$ cat src/design/pin_share_pkg.sv
// package: constants and carriers for the isa/ide/local-bus pin sharing block
// Summary of operation
// - primary master and slave ide selects are driven active high.
// - secondary master and slave ide selects are driven active high.
// - three ide register address lines are presented for the drives.
// - in ide mode shared isa address pins 19..8 carry ide data 11..0.
// - side select 0 gives isa, 1 gives ide; four select pins carry data 15..12.
// - in ide mode the channel ready pin is the drive ready input.
// - separate interrupt inputs from primary and secondary ide channels.
// - independent dma request inputs from each ide channel.
// - separate active-low dma acknowledge per channel, asserted with the strobe of an is_dma request from the controller.
// - separate active-low read and write strobes per channel.
// - local-bus mode reuses isa data and dma request pins for data and address.
// - the data transceiver output enable is active low and goes high only during ide read cycles.
package pin_share_pkg;
   localparam logic side_isa = 1'b0;
   localparam logic side_ide = 1'b1;
   localparam logic [1:0] chan_primary = 2'h1;
   localparam logic [1:0] chan_secondary = 2'h2;

   typedef enum logic [3:0]
   {
      st_isa = 4'h1,
      st_switch = 4'h2,
      st_ide = 4'h4,
      st_strobe = 4'h8
   } mode_e;

   // one ide request from the internal controller
   typedef struct packed
   {
      logic secondary;
      logic is_write;
      logic is_dma;
      logic slave;
      logic [2:0] addr;
      logic [15:0] wdata;
   } ide_req_s;

   // pins facing the shared isa/ide lines
   typedef struct packed
   {
      logic side;
      logic [3:0] cs;
      logic [2:0] da;
      logic [15:0] dd;
      logic dd_oe_n;
      logic pr_n;
      logic pw_n;
      logic sr_n;
      logic sw_n;
      logic pack_n;
      logic sack_n;
   } ide_pins_s;
endpackage : pin_share_pkg

$ cat src/design/isa_ide_local_bus_pin_sharing.sv
// file: isa/ide/local-bus shared pin multiplexer with ide cycle sequencer
`timescale 1ns/1ps
module isa_ide_local_bus_pin_sharing
(
   // clock and reset
   input wire logic clock_in,
   input wire logic rst_in,
   // internal isa side values
   input wire logic isa_busy_in,
   input wire logic [19:8] isa_addr_hi_in,
   input wire logic [23:17] isa_la_in,
   input wire logic [3:0] isa_xbus_sel_in,
   // internal local-bus side values
   input wire logic local_bus_mode_in,
   input wire logic [15:0] isa_data_in,
   input wire logic [15:0] local_bus_data_in,
   input wire logic [21:20] local_bus_address_in,
   input wire logic [1:0] muxed_dma_requests_in,
   // internal ide request port
   input wire logic ide_req_valid_in,
   input wire pin_share_pkg::ide_req_s ide_req_in,
   output logic ide_req_ready_out,
   output logic ide_done_out,
   output logic [15:0] ide_rdata_out,
   // shared pins inputs
   input wire logic [15:0] shared_dd_in,
   input wire logic channel_ready_in,
   input wire logic primary_channel_irq_in,
   input wire logic secondary_channel_irq_in,
   input wire logic primary_channel_dma_req_in,
   input wire logic secondary_channel_dma_req_in,
   // shared pins outputs
   output logic isa_ide_side_select_n_out,
   output logic [19:8] shared_sa_out,
   output logic [3:0] shared_xbus_out,
   output logic shared_xbus_oe_n_out,
   output logic primary_master_select_out,
   output logic primary_slave_select_out,
   output logic secondary_master_select_out,
   output logic secondary_slave_select_out,
   output logic [2:0] ide_addr_out,
   output logic primary_channel_read_n_out,
   output logic primary_channel_write_n_out,
   output logic secondary_channel_read_n_out,
   output logic secondary_channel_write_n_out,
   output logic primary_channel_dma_ack_n_out,
   output logic secondary_channel_dma_ack_n_out,
   // local-bus shared isa pins
   output logic [15:0] isa_sd_out,
   output logic [1:0] dma_req_pins_out,
   // status to the core
   output logic [1:0] ide_irq_out,
   output logic [1:0] ide_dma_pending_out
);

   typedef struct packed
   {
      pin_share_pkg::mode_e mode;
      pin_share_pkg::ide_req_s req;
      pin_share_pkg::ide_pins_s pins;
      logic [19:8] sa;
      logic [3:0] xb;
      logic [15:0] sd;
      logic [1:0] drq_pins;
      logic [1:0] irq;
      logic [1:0] dmap;
      logic ready;
      logic done;
      logic [15:0] rdata;
   } state_s;

   state_s cur;
   state_s next_cur;

   function automatic logic strobes_idle(input pin_share_pkg::ide_pins_s p);
      strobes_idle = p.pr_n & p.pw_n & p.sr_n & p.sw_n;
   endfunction : strobes_idle

   always_comb
   begin
      next_cur = cur;
      next_cur.done = 1'b0;
      next_cur.irq = {secondary_channel_irq_in, primary_channel_irq_in};
      next_cur.dmap = {secondary_channel_dma_req_in, primary_channel_dma_req_in};
      next_cur.sd = local_bus_mode_in ? local_bus_data_in : isa_data_in;
      next_cur.drq_pins = local_bus_mode_in ? local_bus_address_in : muxed_dma_requests_in;
      next_cur.ready = 1'b0;
      case (cur.mode)
         pin_share_pkg::st_isa:
         begin
            next_cur.sa = isa_addr_hi_in;
            next_cur.xb = isa_xbus_sel_in;
            next_cur.pins.cs = 4'h0;
            next_cur.pins.da = isa_la_in[19:17];
            next_cur.pins.dd_oe_n = 1'b0;
            if (ide_req_valid_in && !isa_busy_in)
            begin
               next_cur.ready = 1'b1;
               next_cur.req = ide_req_in;
               next_cur.mode = pin_share_pkg::st_switch;
            end
         end
         pin_share_pkg::st_switch:
         begin
            // side flips only with every strobe idle
            next_cur.pins.side = pin_share_pkg::side_ide;
            next_cur.pins.da = cur.req.addr;
            next_cur.pins.cs = cur.req.secondary ? (cur.req.slave ? 4'h8 : 4'h4)
                                                 : (cur.req.slave ? 4'h2 : 4'h1);
            next_cur.pins.dd_oe_n = ~cur.req.is_write;
            next_cur.sa = cur.req.wdata[11:0];
            next_cur.xb = cur.req.wdata[15:12];
            next_cur.mode = pin_share_pkg::st_strobe;
         end
         pin_share_pkg::st_strobe:
         begin
            next_cur.pins.pr_n = ~(!cur.req.secondary && !cur.req.is_write);
            next_cur.pins.pw_n = ~(!cur.req.secondary && cur.req.is_write);
            next_cur.pins.sr_n = ~(cur.req.secondary && !cur.req.is_write);
            next_cur.pins.sw_n = ~(cur.req.secondary && cur.req.is_write);
            next_cur.pins.pack_n = ~(cur.req.is_dma && !cur.req.secondary);
            next_cur.pins.sack_n = ~(cur.req.is_dma && cur.req.secondary);
            if (!strobes_idle(cur.pins) && channel_ready_in)
            begin
               next_cur.rdata = shared_dd_in;
               next_cur.pins.pr_n = 1'b1;
               next_cur.pins.pw_n = 1'b1;
               next_cur.pins.sr_n = 1'b1;
               next_cur.pins.sw_n = 1'b1;
               next_cur.pins.pack_n = 1'b1;
               next_cur.pins.sack_n = 1'b1;
               next_cur.done = 1'b1;
               next_cur.mode = pin_share_pkg::st_ide;
            end
         end
         pin_share_pkg::st_ide:
         begin
            next_cur.pins.cs = 4'h0;
            next_cur.pins.dd_oe_n = 1'b0;
            next_cur.pins.side = pin_share_pkg::side_isa;
            next_cur.mode = pin_share_pkg::st_isa;
         end
         default:
            next_cur.mode = pin_share_pkg::st_isa;
      endcase
   end

   always_ff @(posedge clock_in)
   begin
      if (rst_in)
      begin
         cur <= '0;
         cur.mode <= pin_share_pkg::st_isa;
         cur.pins.pr_n <= 1'b1;
         cur.pins.pw_n <= 1'b1;
         cur.pins.sr_n <= 1'b1;
         cur.pins.sw_n <= 1'b1;
         cur.pins.pack_n <= 1'b1;
         cur.pins.sack_n <= 1'b1;
      end
      else
         cur <= next_cur;
   end

   // output side select is active-low isa enable: high selects ide
   assign isa_ide_side_select_n_out = cur.pins.side;
   assign shared_sa_out = cur.sa;
   assign shared_xbus_out = cur.xb;
   assign shared_xbus_oe_n_out = cur.pins.dd_oe_n;
   assign primary_master_select_out = cur.pins.cs[0];
   assign primary_slave_select_out = cur.pins.cs[1];
   assign secondary_master_select_out = cur.pins.cs[2];
   assign secondary_slave_select_out = cur.pins.cs[3];
   assign ide_addr_out = cur.pins.da;
   assign primary_channel_read_n_out = cur.pins.pr_n;
   assign primary_channel_write_n_out = cur.pins.pw_n;
   assign secondary_channel_read_n_out = cur.pins.sr_n;
   assign secondary_channel_write_n_out = cur.pins.sw_n;
   assign primary_channel_dma_ack_n_out = cur.pins.pack_n;
   assign secondary_channel_dma_ack_n_out = cur.pins.sack_n;
   assign isa_sd_out = cur.sd;
   assign dma_req_pins_out = cur.drq_pins;
   assign ide_irq_out = cur.irq;
   assign ide_dma_pending_out = cur.dmap;
   assign ide_req_ready_out = cur.ready;
   assign ide_done_out = cur.done;
   assign ide_rdata_out = cur.rdata;
endmodule : isa_ide_local_bus_pin_sharing

$ cat config.mk
export PLATFORM = sky130hd
export DESIGN_NAME = isa_ide_local_bus_pin_sharing
export DESIGN_NICKNAME = d
export VERILOG_FILES = /design/src/design/pin_share_pkg.sv /design/src/design/isa_ide_local_bus_pin_sharing.sv
export SDC_FILE = /design/constraint.sdc
export NUM_CORES = 1
export LEC_CHECK = 0
export BUFFER_PORTS_ARGS = -buffer_cell sky130_fd_sc_hd__buf_2
export CAP_MARGIN = 20
export CORE_MARGIN = 10
export CORE_UTILIZATION = 42
export DETAILED_ROUTE_END_ITERATION = 12
export PLACE_DENSITY = 0.76
export RECOVER_POWER = 50
export SLEW_MARGIN = 20
export SYNTH_ARGS = -nofsm -noshare
export SYNTH_HDL_FRONTEND = slang
export SYNTH_SLANG_ARGS = --single-unit
$ cat constraint.sdc
create_clock -name clock_in -period 1.92 [get_ports clock_in]
set_input_delay 0.384 -clock clock_in [delete_from_list [all_inputs] [get_ports clock_in]]
set_output_delay 0.384 -clock clock_in [all_outputs]
set_load 0.01 [all_outputs]
# After elaboration in Yosys (flattened, before gate mapping)
# Index checks and enable logic that the tools add are counted.
# word_totals
output_inout_bits	71
reg_bits	98
latch_bits	0
in_bits	108
mem_bits_ro	0
n_memories	0
elab_cells	81
ram_bits	0
# classes
n_lt_le_gt_ge	0
n_mul	0
n_eq_ne	6
mux	16
div_mod_pow	0
n_reduce_logical	21
bitwise	12
n_shift	0
n_addsub	0
# op_table
cell	count
$pmux W16 S2	1
$mux W27	1
$mux W17	1
$mux W16	1
$mux W4	3
$pmux W4 S3	1
$not A1 Y1	9
$logic_and A1 B1 Y1	8
$pmux W4 S2	1
$mux W6	1
$pmux W3 S2	1
$reduce_and A2 Y1	3
$reduce_bool A2 Y1	3
$reduce_or A2 Y1	3
$eq A4 B1 Y1 const B	1
$eq A4 B2 Y1 const B	1
$eq A4 B3 Y1 const B	1
$eq A4 B4 Y1 const B	1
$logic_not A1 Y1	4
$mux W2	2
$ne A2 B2 Y1 const B	2
$pmux W1 S2	2
$and A1 B1 Y1	3
$mux W1	1

# Longest topological paths before layout
# depth
depth_word	7
ltp_mapped	8
mapped_depth_nobuf	4

# Least setup slack after synthesis
# OpenSTA, ideal clock, no wires.
# synth_timing
kind	register -> register
start	reg cur[110] (netlist name)
end	reg cur[109] (netlist name)
n_path_buf	4
period_less_slack_ps	1847
stages_incl_launch_ff	9
path_slack_ps	73
arrival_ps	1714
path_cell_list	dfxtp_1 buf_4 or4b_1 buf_2 or3b_1 buf_2 buf_6 nand2_1 a21oi_1
# synth_via
elab_chain_cells	2
# synth_lines
item	line	text
from (decl)	isa_ide_local_bus_pin_sharing.sv:72	state_s cur;
from (signal assigned)	isa_ide_local_bus_pin_sharing.sv:162	cur <= next_cur;
$eq A4 B1 Y1	isa_ide_local_bus_pin_sharing.sv:88	case (cur.mode)
$reduce_and A2 Y1 (no source line)	--	
# Every way passes these cells.
# A chain may end at the register's enable or synchronous reset.

# Worst setup path after layout
# layout_timing
start	reg cur[113] (netlist name)
end	reg cur, in the netlist shared_sa_out[17]
# layout_via
elab_chain_cells	2
# layout_lines
item	line
$eq A4 B2 Y1 / $eq A4 B1 Y1 (equally long branches)	isa_ide_local_bus_pin_sharing.sv:88
$pmux W16 S2 / $reduce_bool A2 Y1 (equally long branches)	--
# Several ways; a longest one is shown, not always the timed one.

==> run summary <==
Final WS setup - 0.102 ns
IO Count - 179
Switching portion of total power - 27.5%
Logic pwr share - 13.4%
Area contributors post-synth - dfxtp_1 50%, buf_4 11%, nand2_1 7.7%, a21oi_1 5.3%, nor2_1 4.9%
CTS Buffer Depth - 2
Slew HR - 56.0%
Most frequent cell after synthesis - dfxtp_1
Worst Setup Start Kind - flip-flop
Yosys top cell by area - dfxtp_1
GR Overflow Total - 0
Drc violations - 0
Endpoints failing hold - 0
Final Setup Violations - 0
Clk sinks - 98
Pins Over Slew Limit - 0
Place WS - 0.0821 ns
WP data arrival - 2.06 ns
Net load switching power - 1.10 mW
Clock share of power - 32.2%
Post-synth top cells - 98 x dfxtp_1, 81 x nand2_1, 58 x buf_4
Post-synth ARST share - 0%
Fillers - 924
Layout cells sized above 1 - 27.2%
Routability cong. - 0.839
Post-synth EDFFs - 0
Tmin final - 1.82 ns
Post-Synthesis Cells - 457
Core area - 9200 um^2
CTS H-tree lvls - 3
Largest net degree at the start of global routing - 54
Vias in the first global route - 3254
Static Leak - 2.00 nW
Mapped Nets - 565
Routed vias/inst - 4.85
FF+latch count, synth - 98
Die H - 117 um
Critical path capture point type - flip-flop
Clock slew at reported path FFs - 0.10 ns
Max incr delay on CP - 0.75 ns
Die Area - 13700 um^2
Worst VDD drop - 0.399 mV
N_diodes - 0
Status - complete, no violations
Hold Crit Class - in -> reg
Final nets - 680
P&R area growth vs syn - 18.3%
Post-route clock period utilization - 94.7%
CTS root buf - clkbuf_8
Routed len/inst - 15.6 um
DRT iter0 DRCs - 203
Site row count - 35
Die W - 117 um
Slowest stage cell, crit path - or4b_2
Cell area after synthesis - 3950 um^2
Sequential area share after synthesis - 49.7%
Antenna violations before repair - 0
FF+latch area - 1960 um^2
Synth top area share - 49.7%
Ys Warns - 0
CTS tree - built
Cts bufs inserted - 9
Number of port buffers - 174
Least-Margin Pin Slew - 0.660 ns
Total Routing Usage GR - 14.9%
Pwr Density - 861 nW/um^2
RSZ-0062 raised after global routing - no
1st-pass router iterations - 4
Final ANT Viol Nets - 0
Latest clock arrival within the worst-skew pair - 0.35 ns
Worst-path maximum fanout - 16
Synth Flop Type - dfxtp_1
Vias - 3336
DRT Wirelength - 10.7 mm
Multi-input combinational cell area - 1410 um^2
Total negative slack - 0 ns
Critical Path RT - 2.16 ns
First-pass GRT wire length - 16.2 mm
CP Cell Sequence - buf_4 -> or4b_2 -> buf_4 -> o22ai_1 -> nor3_1
Synth cell types - 35
Cell repeated most along the worst path - buf_4
Avg Cell Area, Syn - 8.63 um^2
Power Internal - 2.91 mW
Hpwl dp - 8.31 mm
Crit path kind - reg -> reg
Fin Clk Skew - 0.0134 ns
Highest Clock Rate - 550 MHz
Initial Utilization - 42.9%
Max-cap violations - 0
Power share of the sequential group - 54.4%
[power by group through the flow]
stage          clock network, mW  logic (mW)  registers (mW)
2_1_floorplan                  0       0.394            2.22
3_3_place_gp                   0       0.549            2.23
3_5_place_dp                   0       0.559            2.23
4_1_cts                     1.35       0.561            2.18
5_1_grt                     1.42       0.606            2.20
6_report                    1.30       0.539            2.18
[kinds of logic after synthesis]
| kind of cell | share of synthesized area, % |
|---|---|
| AND/OR/NAND/NOR | 18.8 |
| flip-flops | 49.7 |
| buffers and inverters | 14.8 |
| AO/OA/AOI/OAI | 11.9 |
| multiplexers | 4.57 |
| XOR/XNOR | 0.222 |
[routing by layer]
layer  global-route usage [%]  wire [um]
met5                        0          0
met4                     4.78        147
met3                     5.96       1150
met2                     26.4       5250
met1                     15.7       4160
[metrics by stage]
| stage | total power, mW | instance area (um^2) | instances | utilization, % | hold slack (ns) |
|---|---|---|---|---|---|
| 2_1_floorplan | 2.62 | 3950 | 457 | - | 0.437 |
| 3_3_place_gp | 2.77 | 4540 | 672 | 49.4 | 0.439 |
| 3_5_place_dp | 2.79 | 4540 | 672 | 49.4 | 0.447 |
| 4_1_cts | 4.09 | 4730 | 688 | 51.5 | 0.206 |
| 5_1_grt | 4.23 | 4670 | 688 | 50.8 | 0.217 |
| 6_report | 4.02 | 4670 | 688 | 50.8 | 0.226 |
[sequential cells by signal, indices dropped and copies added (netlist names), 2 cells and up]
| register | flops |
|---|---|
| cur | 27 |
| ide_rdata_out | 16 |
| isa_sd_out | 16 |
| shared_sa_out | 12 |
| shared_xbus_out | 4 |
| ide_addr_out | 3 |
| dma_req_pins_out | 2 |
| ide_dma_pending_out | 2 |
| ide_irq_out | 2 |
[path summary, 6_finish.rpt]
check	slack (ns)	to	start	cells past startpoint
max reg2reg	0.10	shared_sa_out[17]	cur[113]	5
min	0.23	ide_dma_pending_out[0]	primary_channel_dma_req_in	2
min reg2reg	0.46	cur[92]	cur[92]	2
max	0.10	shared_sa_out[17]	cur[113]	5
[critical path: cells and delay by family (launching register included)]
kind	cells	cell delay, ns
buffers and inverters	2	0.39
AND/OR/NAND/NOR	2	0.82
flip-flops	1	0.32
AO/OA/AOI/OAI	1	0.18
[final cells by class]
cell class	count	area share (%)
Clock buffer	10	2.95
Clock inverter	6	1.18
Inverter	3	0.241
Multi-Input combinational cell	268	30.2
Sequential cell	98	42.0
Tap cell	111	2.98
Timing Repair Buffer	192	20.5
[placed cells by master, fill, tap and decap left out, drive strengths merged, types with 4 or more instances in the layout]
| master | count |
|---|---|
| o22ai | 19 |
| nor2b | 4 |
| inv | 8 |
| nor3 | 20 |
| a21oi | 42 |
| mux2i | 18 |
| nor2 | 51 |
| dfxtp | 98 |
| buf | 130 |
| or2 | 5 |
| nand2 | 81 |
| clkbuf | 72 |
[repair_timing]
item	in CTS	in global routing
setup endpoints to repair	0	23
hold buffers	0	0
setup buffers	0	0
resized for setup	0	3
(Power assumes the default switching activity.)
